==> config.mk <==
export PLATFORM = sky130hd
export DESIGN_NAME = buffer_accum_alert_regs
export DESIGN_NICKNAME = d
export VERILOG_FILES = /design/src/logic/buffer_accum_alert_pkg.sv /design/src/logic/buffer_accum_alert_regs.sv
export VERILOG_INCLUDE_DIRS = /design/src /design/src/logic
export SDC_FILE = /design/constraint.sdc
export NUM_CORES = 1
export LEC_CHECK = 0
export BUFFER_PORTS_ARGS = -buffer_cell sky130_fd_sc_hd__buf_2
export CORE_ASPECT_RATIO = 1.1
export CORE_MARGIN = 4
export CORE_UTILIZATION = 40
export DETAILED_ROUTE_END_ITERATION = 12
export PLACE_DENSITY_LB_ADDON = 0.08
export SETUP_SLACK_MARGIN = 0.05
export SLEW_MARGIN = 10
export SYNTH_ARGS = -nofsm -noshare
export SYNTH_HDL_FRONTEND = slang
export SYNTH_SLANG_ARGS = --single-unit
==> constraint.sdc <==
create_clock -name core_clk_in -period 3.9 [get_ports core_clk_in]
set_clock_uncertainty 0.15 [all_clocks]
set_input_delay 0.585 -clock core_clk_in [delete_from_list [all_inputs] [get_ports core_clk_in]]
set_output_delay 0.585 -clock core_clk_in [all_outputs]
set_load 0.05 [all_outputs]
==> src/logic/buffer_accum_alert_params.svh <==
// Purpose: constants of the buffer, accumulator and alert register group
// Assumes: byte-wide registers at their printed offsets
// Notes:   included by the register bank only
//
// Functional notes
// five-bit read-only buffer fill count, zero to sixteen
// power-up, general call, device reset or launch bit clear counts and results
// accumulator on only at 1111b, off at 0000b; host avoids other codes
// each channel's 16-bit result readable as separate low and high bytes
// four-bit read-only count of completed accumulations
// comparator block enable bit 0, resets to zero
// alert channel bits 1 and 0 enable channels 1 and 0, default off
// reserved bits read zero and ignore writes
// status and result registers ignore host writes
// offset 0x39 holds top four bits of channel 0 high limit
// offset 0x38 holds low eight bits of that 12-bit limit
// fill count rises per stored result and holds at sixteen
`ifndef BUFFER_ACCUM_ALERT_PARAMS_SVH
`define BUFFER_ACCUM_ALERT_PARAMS_SVH

`define OFS_BUFFER_FILL_STATUS    8'h01
`define OFS_ACCUM_PROGRESS_STATUS 8'h02
`define OFS_ACCUM_RESULT_C0_LOW   8'h08
`define OFS_ACCUM_RESULT_C0_HIGH  8'h09
`define OFS_ACCUM_RESULT_C1_LOW   8'h0A
`define OFS_ACCUM_RESULT_C1_HIGH  8'h0B
`define OFS_ACCUM_ENABLE_CTRL     8'h30
`define OFS_ALERT_CHANNEL_ENABLES 8'h34
`define OFS_WINDOW_CMP_ENABLE     8'h37
`define OFS_UPPER_LIMIT_C0_LOW    8'h38
`define OFS_UPPER_LIMIT_C0_TOP    8'h39

`define RST_REG8                  8'h00
`define RST_FILL_COUNT            5'h00
`define RST_ACCUM_WORD            16'h0000
`define RST_NIBBLE                4'h0
`define RST_BIT                   1'b0
`define RST_PAIR                  2'b00
`define RST_LIMIT12               12'h000
`define ACCUM_CODE_OFF            4'h0
`define ACCUM_CODE_ON             4'hF
`define BUFFER_FILL_MAX           5'h10
`define WINDOW_CMP_ON_BIT         0
`define ALERT_ON_CHAN0_BIT        0
`define ALERT_ON_CHAN1_BIT        1

`endif

==> src/logic/buffer_accum_alert_pkg.sv <==
// Purpose: shared types of the register group
// Assumes: nothing
// Notes:   constants live in the params header
package buffer_accum_alert_pkg;
    typedef logic [7:0] reg8_t;
    typedef logic [15:0] accum_word_t;
endpackage : buffer_accum_alert_pkg

==> src/logic/buffer_accum_alert_regs.sv <==
// Purpose: buffer fill, accumulator and alert enable register group
// Assumes: host port decoded elsewhere into single-cycle read/write strobes
// Notes:   read data is registered, valid one cycle after the read strobe
`include "buffer_accum_alert_params.svh"

module buffer_accum_alert_regs #(
    parameter int ACCUM_COUNT_W = 4
) (
    input  wire logic       core_clk_in,
    input  wire logic       rst_n_in,
    input  wire logic       general_call_reset_in,
    input  wire logic       device_reset_in,
    input  wire logic       sequence_launch_in,
    input  wire logic       reg_wr_in,
    input  wire logic       reg_rd_in,
    input  wire logic [7:0] reg_addr_in,
    input  wire logic [7:0] reg_wdata_in,
    output logic      [7:0] reg_rdata_out,
    output logic            reg_rvalid_out,
    input  wire logic       result_stored_in,
    input  wire logic       accum_done_in,
    input  wire logic [15:0] accum_c0_in,
    input  wire logic [15:0] accum_c1_in,
    output logic            accum_active_out,
    output logic            window_cmp_on_out,
    output logic            alert_on_chan0_out,
    output logic            alert_on_chan1_out,
    output logic      [11:0] upper_limit_c0_out
);
    // ------------------------------------------------------------
    // reset synchroniser
    // ------------------------------------------------------------
    // release passes two flops so every register leaves reset on one edge
    logic rst_meta;
    logic rst_sync_n;

    always_ff @(posedge core_clk_in or negedge rst_n_in)
    begin
        if (!rst_n_in)
        begin
            rst_meta   <= 1'b0;
            rst_sync_n <= 1'b0;
        end
        else
        begin
            rst_meta   <= 1'b1;
            rst_sync_n <= rst_meta;
        end
    end

    // ------------------------------------------------------------
    // state
    // ------------------------------------------------------------
    logic [4:0]                         buffer_fill_count;
    logic [ACCUM_COUNT_W-1:0]           accum_tally;
    // results are loaded whole from the accumulation path outside this group
    buffer_accum_alert_pkg::accum_word_t accum_c0;
    buffer_accum_alert_pkg::accum_word_t accum_c1;
    logic [3:0]                         accum_on_field;
    logic                               window_cmp_on;
    logic [1:0]                         alert_on;
    logic [3:0]                         upper_limit_c0_top_bits;
    logic [7:0]                         upper_limit_c0_low_bits;
    logic                               status_clear;
    logic                               launch_write;

    function automatic logic hit(input logic [7:0] ofs);
        hit = reg_wr_in && (reg_addr_in == ofs);
    endfunction : hit

    // one byte of a 16-bit result; both channels share this decode
    function automatic buffer_accum_alert_pkg::reg8_t byte_of(
        input buffer_accum_alert_pkg::accum_word_t word,
        input logic                                upper
    );
        byte_of = upper ? word[15:8] : word[7:0];
    endfunction : byte_of

    // only the full code turns the accumulator on; reserved codes behave as off
    function automatic logic accum_code_on(input logic [3:0] field);
        accum_code_on = (field == `ACCUM_CODE_ON);
    endfunction : accum_code_on

    // the launch bit lives in another register group; its write arrives as a strobe
    assign launch_write = sequence_launch_in;
    // a clear beats an increment in the same cycle, so a launch starts from zero
    assign status_clear = general_call_reset_in | device_reset_in | launch_write;

    // ------------------------------------------------------------
    // status counters and results
    // ------------------------------------------------------------
    always_ff @(posedge core_clk_in or negedge rst_sync_n)
    begin
        // the count stops at sixteen; further stores are not counted
        if (!rst_sync_n)
            buffer_fill_count <= `RST_FILL_COUNT;
        else if (status_clear)
            buffer_fill_count <= `RST_FILL_COUNT;
        else if (result_stored_in && buffer_fill_count != `BUFFER_FILL_MAX)
            buffer_fill_count <= buffer_fill_count + 5'h01;
    end

    always_ff @(posedge core_clk_in or negedge rst_sync_n)
    begin
        if (!rst_sync_n)
        begin
            accum_tally <= '0;
            accum_c0    <= `RST_ACCUM_WORD;
            accum_c1    <= `RST_ACCUM_WORD;
        end
        else if (status_clear)
        begin
            accum_tally <= '0;
            accum_c0    <= `RST_ACCUM_WORD;
            accum_c1    <= `RST_ACCUM_WORD;
        end
        else if (accum_done_in && accum_code_on(accum_on_field))
        begin
            // the tally wraps to zero on the sixteenth completion
            accum_tally <= accum_tally + 1'b1;
            accum_c0    <= accum_c0_in;
            accum_c1    <= accum_c1_in;
        end
    end

    // ------------------------------------------------------------
    // writable controls
    // ------------------------------------------------------------
    always_ff @(posedge core_clk_in or negedge rst_sync_n)
    begin
        if (!rst_sync_n)
        begin
            accum_on_field          <= `RST_NIBBLE;
            window_cmp_on           <= `RST_BIT;
            alert_on                <= `RST_PAIR;
            upper_limit_c0_top_bits <= `RST_NIBBLE;
            upper_limit_c0_low_bits <= `RST_REG8;
        end
        else
        begin
            // reserved bits of each write are dropped here, so they read back as zero
            if (hit(`OFS_ACCUM_ENABLE_CTRL))
                accum_on_field <= reg_wdata_in[3:0];
            if (hit(`OFS_WINDOW_CMP_ENABLE))
                window_cmp_on <= reg_wdata_in[`WINDOW_CMP_ON_BIT];
            if (hit(`OFS_ALERT_CHANNEL_ENABLES))
                alert_on <= reg_wdata_in[1:0];
            if (hit(`OFS_UPPER_LIMIT_C0_TOP))
                upper_limit_c0_top_bits <= reg_wdata_in[3:0];
            if (hit(`OFS_UPPER_LIMIT_C0_LOW))
                upper_limit_c0_low_bits <= reg_wdata_in;
        end
    end

    // ------------------------------------------------------------
    // read port and outputs
    // ------------------------------------------------------------
    logic [7:0] next_rdata;

    always_comb
    begin
        next_rdata = 8'h00;
        case (reg_addr_in)
            `OFS_BUFFER_FILL_STATUS:    next_rdata = {3'b000, buffer_fill_count};
            `OFS_ACCUM_PROGRESS_STATUS: next_rdata = {4'h0, accum_tally[3:0]};
            `OFS_ACCUM_RESULT_C0_LOW:   next_rdata = byte_of(accum_c0, 1'b0);
            `OFS_ACCUM_RESULT_C0_HIGH:  next_rdata = byte_of(accum_c0, 1'b1);
            `OFS_ACCUM_RESULT_C1_LOW:   next_rdata = byte_of(accum_c1, 1'b0);
            `OFS_ACCUM_RESULT_C1_HIGH:  next_rdata = byte_of(accum_c1, 1'b1);
            `OFS_ACCUM_ENABLE_CTRL:     next_rdata = {4'h0, accum_on_field};
            `OFS_ALERT_CHANNEL_ENABLES: next_rdata = {6'h00, alert_on};
            `OFS_WINDOW_CMP_ENABLE:     next_rdata = {7'h00, window_cmp_on};
            `OFS_UPPER_LIMIT_C0_LOW:    next_rdata = upper_limit_c0_low_bits;
            `OFS_UPPER_LIMIT_C0_TOP:    next_rdata = {4'h0, upper_limit_c0_top_bits};
            // unmapped offsets read zero
            default:                    next_rdata = 8'h00;
        endcase
    end

    // read data is zero whenever no read was taken, so a stale byte never lingers
    always_ff @(posedge core_clk_in or negedge rst_sync_n)
    begin
        if (!rst_sync_n)
            reg_rdata_out <= `RST_REG8;
        else
            reg_rdata_out <= reg_rd_in ? next_rdata : `RST_REG8;
    end

    // valid follows the read strobe by exactly one cycle
    always_ff @(posedge core_clk_in or negedge rst_sync_n)
    begin
        if (!rst_sync_n)
            reg_rvalid_out <= `RST_BIT;
        else
            reg_rvalid_out <= reg_rd_in;
    end

    always_ff @(posedge core_clk_in or negedge rst_sync_n)
    begin
        if (!rst_sync_n)
        begin
            accum_active_out   <= `RST_BIT;
            window_cmp_on_out  <= `RST_BIT;
            alert_on_chan0_out <= `RST_BIT;
            alert_on_chan1_out <= `RST_BIT;
        end
        else
        begin
            accum_active_out   <= accum_code_on(accum_on_field);
            window_cmp_on_out  <= window_cmp_on;
            alert_on_chan0_out <= alert_on[`ALERT_ON_CHAN0_BIT];
            alert_on_chan1_out <= alert_on[`ALERT_ON_CHAN1_BIT];
        end
    end

    // the 12-bit limit joins the top and low bytes in one register
    always_ff @(posedge core_clk_in or negedge rst_sync_n)
    begin
        if (!rst_sync_n)
            upper_limit_c0_out <= `RST_LIMIT12;
        else
            upper_limit_c0_out <= {upper_limit_c0_top_bits, upper_limit_c0_low_bits};
    end
endmodule : buffer_accum_alert_regs

==> summary.txt <==
status: finished, final reports clean
first-pass GRT wire length: 14.3 mm
Unique masters post-synth: 43
WP data arrival: 2.33 ns
met3 WL: 566 um
CTS max path bufs: 2
Met1 Wirelength: 3.96 mm
Chip Height: 110 um
Routed Antenna Nets: 0
layout cells sized above 1: 0.312
Die X: 100 um
CTS Buf Count: 9
Final min period: 2.18 ns
Syn Inst Count: 344
Int Pwr: 1.25 mW
Detailed Route WL: 8.99 mm
I/O pin count: 82
Slew @ Worst Pin: 1.09 ns
DP Wirelength: 6.31 mm
Clk pwr share: 0.365
number of antenna diodes: 0
Rel. slew slack: 0.273
CP Cell Sequence: buf_2, nor2b_1, a221oi_1, a2111oi_0, a211oi_1, nor2_1
Initial Utilization: 0.418
reg2reg setup slack: 1.94 ns
Final Cycle Share: 0.560
number of global-route vias before repair: 2742
RSZ-0062 raised after global routing: no
leakage power total: 2.06 nW
max-slew violations: 0
largest net degree at the start of global routing: 86
Core ar.: 0.00901 mm^2
gr ovfl total: 0
post-synthesis sequential area ratio: 0.578
Avg Cell Area, Syn: 10.9 um^2
cell taking the most area after synthesis: dfrtp_1
Pre-Repair DR Iteration Count: 5
Filler Cell Count: 876
Max Used Layer: met4
H-tree levels: 3
CP peak stage delay: 0.51 ns
Setup Crit Path Kind: in2reg
Clk Latency, worst-skew pair: 0.36 ns
die area: 0.0110 mm^2
# port buffers: 81
final setup fails: 0
Max IR drop VDD: 0.000137 V
antenna violations before repair: 0
GRT Total Usage: 0.170
critical path's top delay family: compound AO/OA/AOI/OAI gates
Hold WS: 0.217 ns
via count: 2824
fmax: 458 MHz
CTS Sinks: 87
Worst Hold Class: in2reg
Critical Path RT: 4.04 ns
Syn Nets: 404
drt drc: 0
# Max-Cap Violations: 0
Switching Share: 0.255
initial DRC count: 103
Crit-path slowest cell: a2111oi_0
Total Power: 1.68 mW
routed wl met2: 4.28 mm
post-synthesis cell area: 0.00376 mm^2
Worst Setup End Kind: register
sequential cell area: 0.00218 mm^2
ranking of synthesized cells by area: dfrtp_1, nand2_1, mux2_2
CP Buf/Inv Count: 1
CTS tree: yes
clk root buf: clkbuf_8
routed vias/inst: 5.23
crit start category: primary input
top cell type's share of synthesized area: 0.578
Reg power frac: 0.563
post-CTS sizing: 0
Comb power frac: 0.072
Layout area overhead: 18.8%
Post-CTS Setup Inserts: 0
Fin Setup TNS: 0 ns
switching power total: 0.429 mW
Critical Path Fanout Max: 17
flops & latches, synth: 87
YS warnings: 0
multi-input logic area: 0.00150 mm^2
fin nets: 481
row cnt: 36
Power per Cell Area: 376 mW/mm^2
Hold Violations, Final: 0
WL per Instance: 16.7 um
RD Place Congestion: 0.823
clock transition at the registers of the reported paths: 0.08 ns
==> per-layer routing <==
| layer | vias up | track usage |
|---|---|---|
| met5 | - | 0 |
| met4 | 0 | 0.0770 |
| met3 | 15 | 0.0336 |
| met2 | 90 | 0.269 |
| met1 | 1365 | 0.228 |
| li1 | 1354 | - |
==> cell type report <==
| type | count | area share |
|---|---|---|
| tap | 114 | 0.0319 |
| timing repair buffer | 86 | 0.0996 |
| sequential | 87 | 0.488 |
| multi-input combinational | 234 | 0.335 |
| clock buffer | 13 | 0.0378 |
| clock inverter | 3 | 0.00560 |
| inverter | 3 | 0.00252 |
==> sequential cells by signal, indices dropped and copies added, names as in the netlist <==
name	flops
accum_c0	16
accum_c1	16
upper_limit_c0_out	12
reg_rdata_out	8
upper_limit_c0_low_bits	8
buffer_fill_count	5
accum_on_field	4
accum_tally	4
upper_limit_c0_top_bits	4
alert_on	2
accum_active_out	1
alert_on_chan0_out	1
alert_on_chan1_out	1
reg_rvalid_out	1
rst_meta	1
rst_sync_n	1
window_cmp_on	1
window_cmp_on_out	1
==> cells by family (layout without fill, tap and decap cells) <==
| logic type | after synthesis | count (layout) | share of synthesized area |
|---|---|---|---|
| AOI/OAI and AO/OA | 62 | 62 | 0.0991 |
| muxes | 33 | 33 | 0.115 |
| xor gates and xnor gates | 7 | 7 | 0.0163 |
| and+or+nand+nor | 128 | 128 | 0.156 |
| DFF | 87 | 87 | 0.578 |
| adders and majority gates | 3 | 3 | 0.00997 |
| buffers and inverters | 23 | 105 | 0.0239 |
| other | 1 | 1 | 0.000996 |
==> synth_stat cells <==
cell       instances
dfrtp_1           87
nand2_1           75
a21oi_1           36
mux2_2            22
clkbuf_1          15
nor2_1            13
nand3_1           10
a22oi_1            8
mux4_2             6
nor3_1             6
mux2i_1            5
xor2_1             5
a31oi_1            4
nand4_1            4
nor2b_1            4
buf_2              3
ha_1               3
inv_1              3
a211oi_1           2
a32oi_1            2
buf_1              2
nand4bb_1          2
nor3b_1            2
o21ai_1            2
o2bb2ai_1          2
or2_2              2
or3_1              2
xnor2_1            2
a2111oi_0          1
a21o_1             1
a221oi_1           1
a22o_1             1
and2_1             1
and3_1             1
and4_1             1
conb_1             1
nand2b_1           1
nand3b_1           1
nor4_1             1
nor4_2             1
o21ai_0            1
o31a_1             1
or4_4              1
==> through the flow <==
step,setup WS [ns],util,area [um^2],cells
finish,1.72,0.496,4470,540
floorplan,1.15,-,3760,344
detailed placement,1.36,0.474,4270,523
global route,1.45,0.496,4470,540
CTS,1.75,0.496,4470,540
global placement,1.40,0.474,4270,523
==> placed cells by master (no fill, tap or decap), drive strengths merged, types with 2 or more instances in the layout <==
master / synthesis / routed
mux2: 22 / 22
mux4: 6 / 6
a22oi: 8 / 8
nor4: 2 / 2
inv: 3 / 4
a21oi: 36 / 36
a32oi: 2 / 2
dfrtp: 87 / 87
mux2i: 5 / 5
xnor2: 2 / 2
nor2b: 4 / 4
a211oi: 2 / 2
o2bb2ai: 2 / 2
ha: 3 / 3
nor3: 6 / 6
xor2: 5 / 5
nand4: 4 / 4
or2: 2 / 2
nor3b: 2 / 2
nand4bb: 2 / 2
nor2: 13 / 13
nand2: 75 / 75
clkbuf: 15 / 13
or3: 2 / 2
a31oi: 4 / 4
o21ai: 3 / 3
nand3: 10 / 10
buf: 5 / 85
==> final timing paths <==
check                                  start                     to  depth (start not counted)
max in group asynchronous         rst_sync_n  upper_limit_c0_out[0]                          0
setup reg to reg           accum_on_field[0]           accum_c1[13]                          4
hold reg to reg                     rst_meta             rst_sync_n                          0
hold / removal                     reg_rd_in         reg_rvalid_out                          1
setup / recovery              reg_addr_in[0]       reg_rdata_out[1]                          6
min in group asynchronous           rst_n_in             rst_sync_n                          2
==> power by group through the flow <==
| stage | registers (mW) | logic, mW | clock network, mW |
|---|---|---|---|
| after floorplan | 0.985 | 0.0411 | 0 |
| after global placement | 0.966 | 0.120 | 0 |
| after detailed placement | 0.966 | 0.121 | 0 |
| after CTS | 0.948 | 0.122 | 0.628 |
| after global routing | 0.952 | 0.131 | 0.666 |
| final | 0.946 | 0.121 | 0.615 |
==> what timing repair did <==
| item | in CTS | in global routing |
|---|---|---|
| hold buffers | 1 | 0 |
| endpoints found under the setup margin | 0 | 0 |
| hold endpoints to repair | 2 | 0 |
Note: power is estimated with default switching activity, not from simulation.
